## src/shared/dsk_consts.vh

```
`ifndef DSK_CONSTS_VH
`define DSK_CONSTS_VH
// ----------------------------------------
// Opcode fields
// ----------------------------------------
`define DSK_OP_NONZERO   6'h13
`define DSK_OP_ZERO      6'h0b
`define DSK_DEST_BIT     9
`define DSK_ACC_BIT      8
`define DSK_INDEX_LIMIT  8'h5f
`define DSK_ACCESS_SPLIT 8'h60
`define DSK_ACCESS_HIGH  4'hf
// ----------------------------------------
// Phases and timing
// ----------------------------------------
`define DSK_PH_DECODE    2'h0
`define DSK_PH_READ      2'h1
`define DSK_PH_COMPUTE   2'h2
`define DSK_PH_WRITE     2'h3
`define DSK_PC_STEP      21'h000002
`endif

```

## src/dsk_exec.v

```verilog
`include "dsk_consts.vh"
// Function
// - Opcode 0100_11da decodes decrement_skip_if_nonzero; file value minus one.
// - Destination bit 0 writes working register, 1 writes the file.
// - Nonzero variant skips the next instruction when result is nonzero.
// - Skip discards the prefetched instruction and runs one no-operation cycle per skipped word.
// - One word; one cycle without skip, two with skip over one word.
// - Access bit 0 addresses the access bank, not bank_select_register.
// - Access bit 1 takes the upper address from bank_select_register.
// - Access 0 with extended set: operand up to 95 is indexed offset.
// - Zero variant moves past next instruction when result is zero.
// - Without skip the program_counter advances by 2.
// - Opcode 0010_11da decodes decrement_skip_if_zero; skips on zero.
module dsk_exec (
  input  wire        ref_clk,
  input  wire        rst,
  input  wire        instr_valid,
  input  wire [15:0] instr_word,
  input  wire [1:0]  next_instr_words,
  input  wire [20:0] program_counter,
  input  wire [5:0]  bank_select_register,
  input  wire        extended_set_en,
  input  wire [11:0] index_base,
  input  wire [7:0]  file_rdata,
  output wire [1:0]  phase,
  output reg         busy,
  output reg  [11:0] file_addr,
  output reg         file_rd,
  output reg         file_wr,
  output reg  [7:0]  file_wdata,
  output reg         wreg_wr,
  output reg  [7:0]  wreg_wdata,
  output reg         pc_load,
  output reg  [20:0] pc_next,
  output reg         nop_cycle,
  output reg         status_wr
);
  // ----------------------------------------
  // Phase sequencing
  // ----------------------------------------
  wire        cycle_end;
  reg         active;
  reg         is_zero_kind;
  reg         dest_file;
  reg  [7:0]  result;
  reg  [1:0]  skip_nops;
  reg  [20:0] skip_step;
  reg  [1:0]  next_nop_left;
  reg  [20:0] next_pc;
  reg  [1:0]  nop_left;
  reg  [1:0]  skip_words;
  reg  [20:0] base_pc;
  wire [5:0]  op_hi = instr_word[15:10];
  wire        hit_nz = (op_hi == `DSK_OP_NONZERO);
  wire        hit_z  = (op_hi == `DSK_OP_ZERO);
  wire [7:0]  f_off  = instr_word[7:0];
  wire        acc    = instr_word[`DSK_ACC_BIT];
  wire        res_zero = (result == 8'h00);
  wire        do_skip  = is_zero_kind ? res_zero : !res_zero;
  reg  [11:0] next_addr;

  // ----------------------------------------
  // Instruction decode
  // ----------------------------------------
  // Any other opcode is left to the rest of the core
  wire        take = instr_valid && (hit_nz || hit_z);

  dsk_phase_counter u_phase (
    .ref_clk   (ref_clk),
    .rst       (rst),
    .phase     (phase),
    .cycle_end (cycle_end)
  );

  // ----------------------------------------
  // Operand address
  // ----------------------------------------
  always @* begin
    if (acc) begin
      // Bank register lends only its low nibble to the 12-bit space
      next_addr = {bank_select_register[3:0], f_off};
    end else if (extended_set_en && f_off <= `DSK_INDEX_LIMIT) begin
      // Indexed window wins over the plain access bank
      next_addr = index_base + {4'h0, f_off};
    end else if (f_off < `DSK_ACCESS_SPLIT) begin
      next_addr = {4'h0, f_off};
    end else begin
      next_addr = {`DSK_ACCESS_HIGH, f_off};
    end
  end

  // ----------------------------------------
  // Execution
  // ----------------------------------------
  always @(posedge ref_clk or posedge rst) begin
    if (rst) begin
      active       <= 1'b0;
      busy         <= 1'b0;
      is_zero_kind <= 1'b0;
      dest_file    <= 1'b1;
      result       <= 8'h00;
      nop_left     <= 2'h0;
      skip_words   <= 2'h0;
      base_pc      <= 21'h000000;
      file_addr    <= 12'h000;
      file_rd      <= 1'b0;
      pc_load      <= 1'b0;
      pc_next      <= 21'h000000;
      nop_cycle    <= 1'b0;
    end else begin
      file_rd <= 1'b0;
      pc_load <= 1'b0;
      case (phase)
        `DSK_PH_DECODE: begin
          if (nop_left != 2'h0) begin
            // Fetched words are dropped while flushing
            nop_cycle <= 1'b1;
            nop_left  <= nop_left - 2'h1;
          end else begin
            nop_cycle <= 1'b0;
            if (take) begin
              active       <= 1'b1;
              busy         <= 1'b1;
              is_zero_kind <= hit_z;
              dest_file    <= instr_word[`DSK_DEST_BIT];
              file_addr    <= next_addr;
              base_pc      <= program_counter;
              skip_words   <= next_instr_words;
            end else begin
              busy <= 1'b0;
            end
          end
        end
        `DSK_PH_READ: begin
          if (active) begin
            file_rd <= 1'b1;
          end
        end
        `DSK_PH_COMPUTE: begin
          if (active) begin
            result <= file_rdata - 8'h01;
          end
        end
        default: begin
          if (active) begin
            active   <= 1'b0;
            pc_load  <= 1'b1;
            nop_left <= next_nop_left;
            pc_next  <= next_pc;
            busy     <= do_skip;
          end else if (nop_left == 2'h0) begin
            busy <= 1'b0;
          end
        end
      endcase
    end
  end

  // ----------------------------------------
  // Destination write-back
  // ----------------------------------------
  // Only one destination strobes per instruction
  wire write_slot = active && (phase == `DSK_PH_WRITE);

  always @(posedge ref_clk or posedge rst) begin
    if (rst) begin
      file_wr    <= 1'b0;
      file_wdata <= 8'h00;
      wreg_wr    <= 1'b0;
      wreg_wdata <= 8'h00;
    end else begin
      file_wr <= 1'b0;
      wreg_wr <= 1'b0;
      if (write_slot) begin
        if (dest_file) begin
          file_wr    <= 1'b1;
          file_wdata <= result;
        end else begin
          wreg_wr    <= 1'b1;
          wreg_wdata <= result;
        end
      end
    end
  end

  // ----------------------------------------
  // Skip sizing
  // ----------------------------------------
  // A zero word count from fetch is read as a one-word follower
  always @* begin
    case (skip_words)
      2'h2: begin
        skip_nops = 2'h2;
        skip_step = `DSK_PC_STEP + `DSK_PC_STEP;
      end
      2'h3: begin
        skip_nops = 2'h3;
        skip_step = `DSK_PC_STEP + `DSK_PC_STEP + `DSK_PC_STEP;
      end
      default: begin
        skip_nops = 2'h1;
        skip_step = `DSK_PC_STEP;
      end
    endcase
  end

  // One idle instruction cycle per skipped word
  always @* begin
    if (do_skip) begin
      next_nop_left = skip_nops;
      next_pc       = base_pc + `DSK_PC_STEP + skip_step;
    end else begin
      next_nop_left = 2'h0;
      next_pc       = base_pc + `DSK_PC_STEP;
    end
  end

  // ----------------------------------------
  // Status
  // ----------------------------------------
  // Decrement-and-skip leaves every flag alone
  always @(posedge ref_clk or posedge rst) begin
    if (rst) begin
      status_wr <= 1'b0;
    end else begin
      status_wr <= 1'b0;
    end
  end
endmodule

```

## src/dsk_phase_counter.v

```verilog
`include "dsk_consts.vh"
module dsk_phase_counter (
  input  wire       ref_clk,
  input  wire       rst,
  output reg  [1:0] phase,
  output wire       cycle_end
);
  assign cycle_end = (phase == `DSK_PH_WRITE);

  always @(posedge ref_clk or posedge rst) begin
    if (rst) begin
      phase <= 2'h0;
    end else begin
      phase <= phase + 2'h1;
    end
  end
endmodule

```

## config.mk

```make
export PLATFORM = sky130hd
export DESIGN_NAME = dsk_exec
export DESIGN_NICKNAME = d
export VERILOG_FILES = /design/src/dsk_exec.v /design/src/dsk_phase_counter.v
export VERILOG_INCLUDE_DIRS = /design/src /design/src/shared
export SDC_FILE = /design/constraint.sdc
export NUM_CORES = 1
export LEC_CHECK = 0
export ABC_CLOCK_PERIOD_IN_PS = 3500
export BUFFER_PORTS_ARGS = -buffer_cell sky130_fd_sc_hd__clkbuf_2
export CORE_UTILIZATION = 55
export CTS_CLUSTER_DIAMETER = 120
export DETAILED_ROUTE_END_ITERATION = 10
export PLACE_DENSITY = 0.9
export SYNTH_ARGS = -nofsm -noshare
export SYNTH_HDL_FRONTEND = slang
export SYNTH_SLANG_ARGS = --single-unit
```

## constraint.sdc

```tcl
create_clock -name ref_clk -period 3.5 [get_ports ref_clk]
set_input_delay 0 -clock ref_clk [delete_from_list [all_inputs] [get_ports ref_clk]]
set_output_delay 0 -clock ref_clk [all_outputs]
set_load 0.005 [all_outputs]
```

==> impl_metrics.toml <==
[cts]
cts-resized-gates = 0
clock_path_buffers = 2
tritoncts = "built"
htree_levels = 3
clk-insertion-delay-late_ns = 0.36
clk_pin_slew_worst_paths_ns = 0.09
cts.sinks = 93
cts_buffers = 9
cts-root-buf = "clkbuf_8"

[worst_setup_path]
crit_arrival_ns = 3.50
crit_fanout = 2
r2r_end = "pc_next[19]"
start_kind = "input pin"
path_delay_family = "compound AO/OA/AOI/OAI gates"
critPathMaxStageDelay_ns = 0.60
critPathKind = "input pin to register"
cp.required_ns = 3.79
rrSetupSlack_ns = 0.41
cp.depth = 12
worst_path_max_delay_cell = "a2111oi_0"
path_buf_inv = 3
crit_top_cell = "dlygate4sd3_1"
worst_r2r_path_depth = 8
timing.rr.start = "base_pc[1]"
endpoint_kind = "register"
crit_chain = "dlygate4sd3_1, clkbuf_2, ha_1, fa_1, a21o_1, a21oi_1, o21bai_1, a2111oi_0, nor3_1, xnor2_1, o31ai_1, dlygate4sd3_1"

[route]
dr_total_vias = 4644
drc = 0
drtPass1Iterations = 5
wl_per_cell_um = 15.7
wirelength_um = 13000
antenna_left = 0
drt-initial-drc-count = 372
via_per_inst = 5.60

[grt]
antenna_found_initial = 0
grt_pass1_vias = 4456
grtUsageTotal = 0.263
grt_pass1_wl_um = 21300
gr-total-overflow = 0
grt_max_degree = 53

[outcome]
status = "finished, final reports clean"

[sta]
finalSetupViolCount = 0
skew_ns = 0.0142
max_clock_freq_mhz = 312
hold_violations = 0
worst_pin_slew_ns = 0.837
fin_setup_tns_ns = 0
rsz0062_at_grt = "no"
fin_crit_sh = 0.915
slew_headroom = 0.441
slew_viol_final = 0
min_period_ns = 3.20

[synthesis]
async_flop_share = 1.00
yosysWarnings = 0
synth_top_cells_by_area = "dfrtp_1, mux2_2, xnor2_1"
synth_nets = 626
synth_most_common_cell = "dfrtp_1"
synth_top_area_share = 0.421
synth_commonest_cells = "dfrtp_1, nand2_1, mux2_2"
yosysTopAreaCell = "dfrtp_1"
seq_area_frac_synth = 0.426
synthCells = 538
synth_edf_count = 0
avgSynthCellArea_um2 = 10.2
yosysUniqueCellTypes = 74
synth_top_flop_cell = "dfrtp_1"
syn-cell-area_mm2 = 0.00547
synth_seq_cells = 93

[min_path]
hold_path_startpoint = "instr_word[1]"
min_to = "file_addr[1]"
hold_path_class = "input pin to register"
whs_path_depth = 3

[place]
dp_hpwl_um = 9010
placed_cells = 766
dpl-instance-area_mm2 = 0.00605
buffer_ports.inserted = 123
place_congestion = 0.904

[layout]
n_antenna_cell = 0
finalInstanceArea_mm2 = 0.00672
stdcell_count = 830
area_growth_pct = 22.9
drive_gt1_frac = 0.291
num-nets-final = 780
final_util = 0.694

[power_and_ir_drop]
ir_drop_mv = 0.209
powerDensity_mw_per_mm2 = 346
finalPower_w = 0.00233
p_leak_nw = 3.16

[die]
fp.dieArea_mm2 = 0.0103
die_width_um = 102
io_pins = 127
die_h_um = 102
floorplan.rows = 36
coreArea_mm2 = 0.00968
start_util = 0.565

[flow_run]
drv_cap = 0
==> worst register-to-register path, delay by kind of cell, from the launching register on <==
kind / cells / cell delay, ns
adder cells (fa/ha/maj): 1 / 0.46
flip-flops: 1 / 0.54
AO/OA/AOI/OAI: 4 / 1.08
AND/OR/NAND/NOR: 2 / 0.69
XOR/XNOR: 1 / 0.18
==> cell families after synthesis <==
logic type / count (synthesis) / share of synthesized area
and+or+nand+nor: 178 / 0.175
buffers and inverters: 46 / 0.0499
muxes: 50 / 0.101
DFF: 93 / 0.426
other: 1 / 0.000686
adders and majority gates: 19 / 0.0462
AOI/OAI and AO/OA: 108 / 0.131
xor gates and xnor gates: 43 / 0.0703
==> metal layers <==
layer	routed length, um	GRT usage
met2	6280	0.432
met3	872	0.0414
met1	5420	0.340
met4	427	0.130
met5	0	0
==> report_power, final <==
group / switching, W / internal [W] / total [W]
logic: 0.000206 / 0.000222 / 0.000429
registers: 0.0000814 / 0.00115 / 0.00123
clock network: 0.000369 / 0.000300 / 0.000669
total: 0.000656 / 0.00167 / 0.00233
==> cells in the final DEF (no fill, tap or decap), types with 14 or more instances in the layout <==
| master | netlist | final |
|---|---|---|
| a21oi_1 | 25 | 25 |
| clkbuf_2 | 0 | 123 |
| dfrtp_1 | 92 | 92 |
| dlygate4sd3_1 | 1 | 48 |
| ha_1 | 17 | 17 |
| inv_1 | 15 | 14 |
| mux2_2 | 41 | 41 |
| nand2_1 | 53 | 53 |
| nor2_1 | 34 | 34 |
| nor3_1 | 15 | 15 |
| o21ai_0 | 25 | 25 |
| xnor2_1 | 34 | 34 |
==> worst max path at each step <==
stage / startpoint / to / slack (ns)
6_report: instr_word[0] / file_addr[10] / 0.30
4_1_cts: instr_word[0] / file_addr[10] / 0.41
3_3_place_gp: base_pc[1] / pc_next[19] / 0.54
3_5_place_dp: base_pc[1] / pc_next[19] / 0.43
2_1_floorplan: base_pc[2] / pc_next[19] / 1.06
5_1_grt: base_pc[1] / pc_next[19] / 0.05
==> repair_timing <==
action | 4_1_cts | 5_1_grt
hold buffers | 48 | 0
buffers inserted | 0 | 0
hold endpoints to repair | 91 | 0
==> cell type report <==
cell class / instances / area (um^2)
Sequential cell: 93 / 2330
Tap cell: 133 / 166
Inverter: 16 / 61.3
Clock inverter: 4 / 30.0
Multi-Input combinational cell: 399 / 2870
Timing Repair Buffer: 173 / 1110
Clock buffer: 12 / 155
Fill cell: 712 / 2970
==> flip-flops by register name (all words and copies together), names as in the netlist, 2 cells and up <==
signal and count:
base_pc 21, file_addr 12, wreg_wdata 8, skip_words 2
nop_left 2, result 8, file_wdata 8, pc_next 21
u_phase.phase 2
==> per-stage QoR <==
stage / hold slack, ns / setup WS (ns)
final: 0.0323 / 0.298
after floorplan: 0.0848 / 1.06
after global placement: 0.157 / 0.541
after CTS: 0.00335 / 0.409
after global routing: 0.0183 / 0.0545
after detailed placement: 0.165 / 0.434
Note: power is estimated with default switching activity, not from simulation.
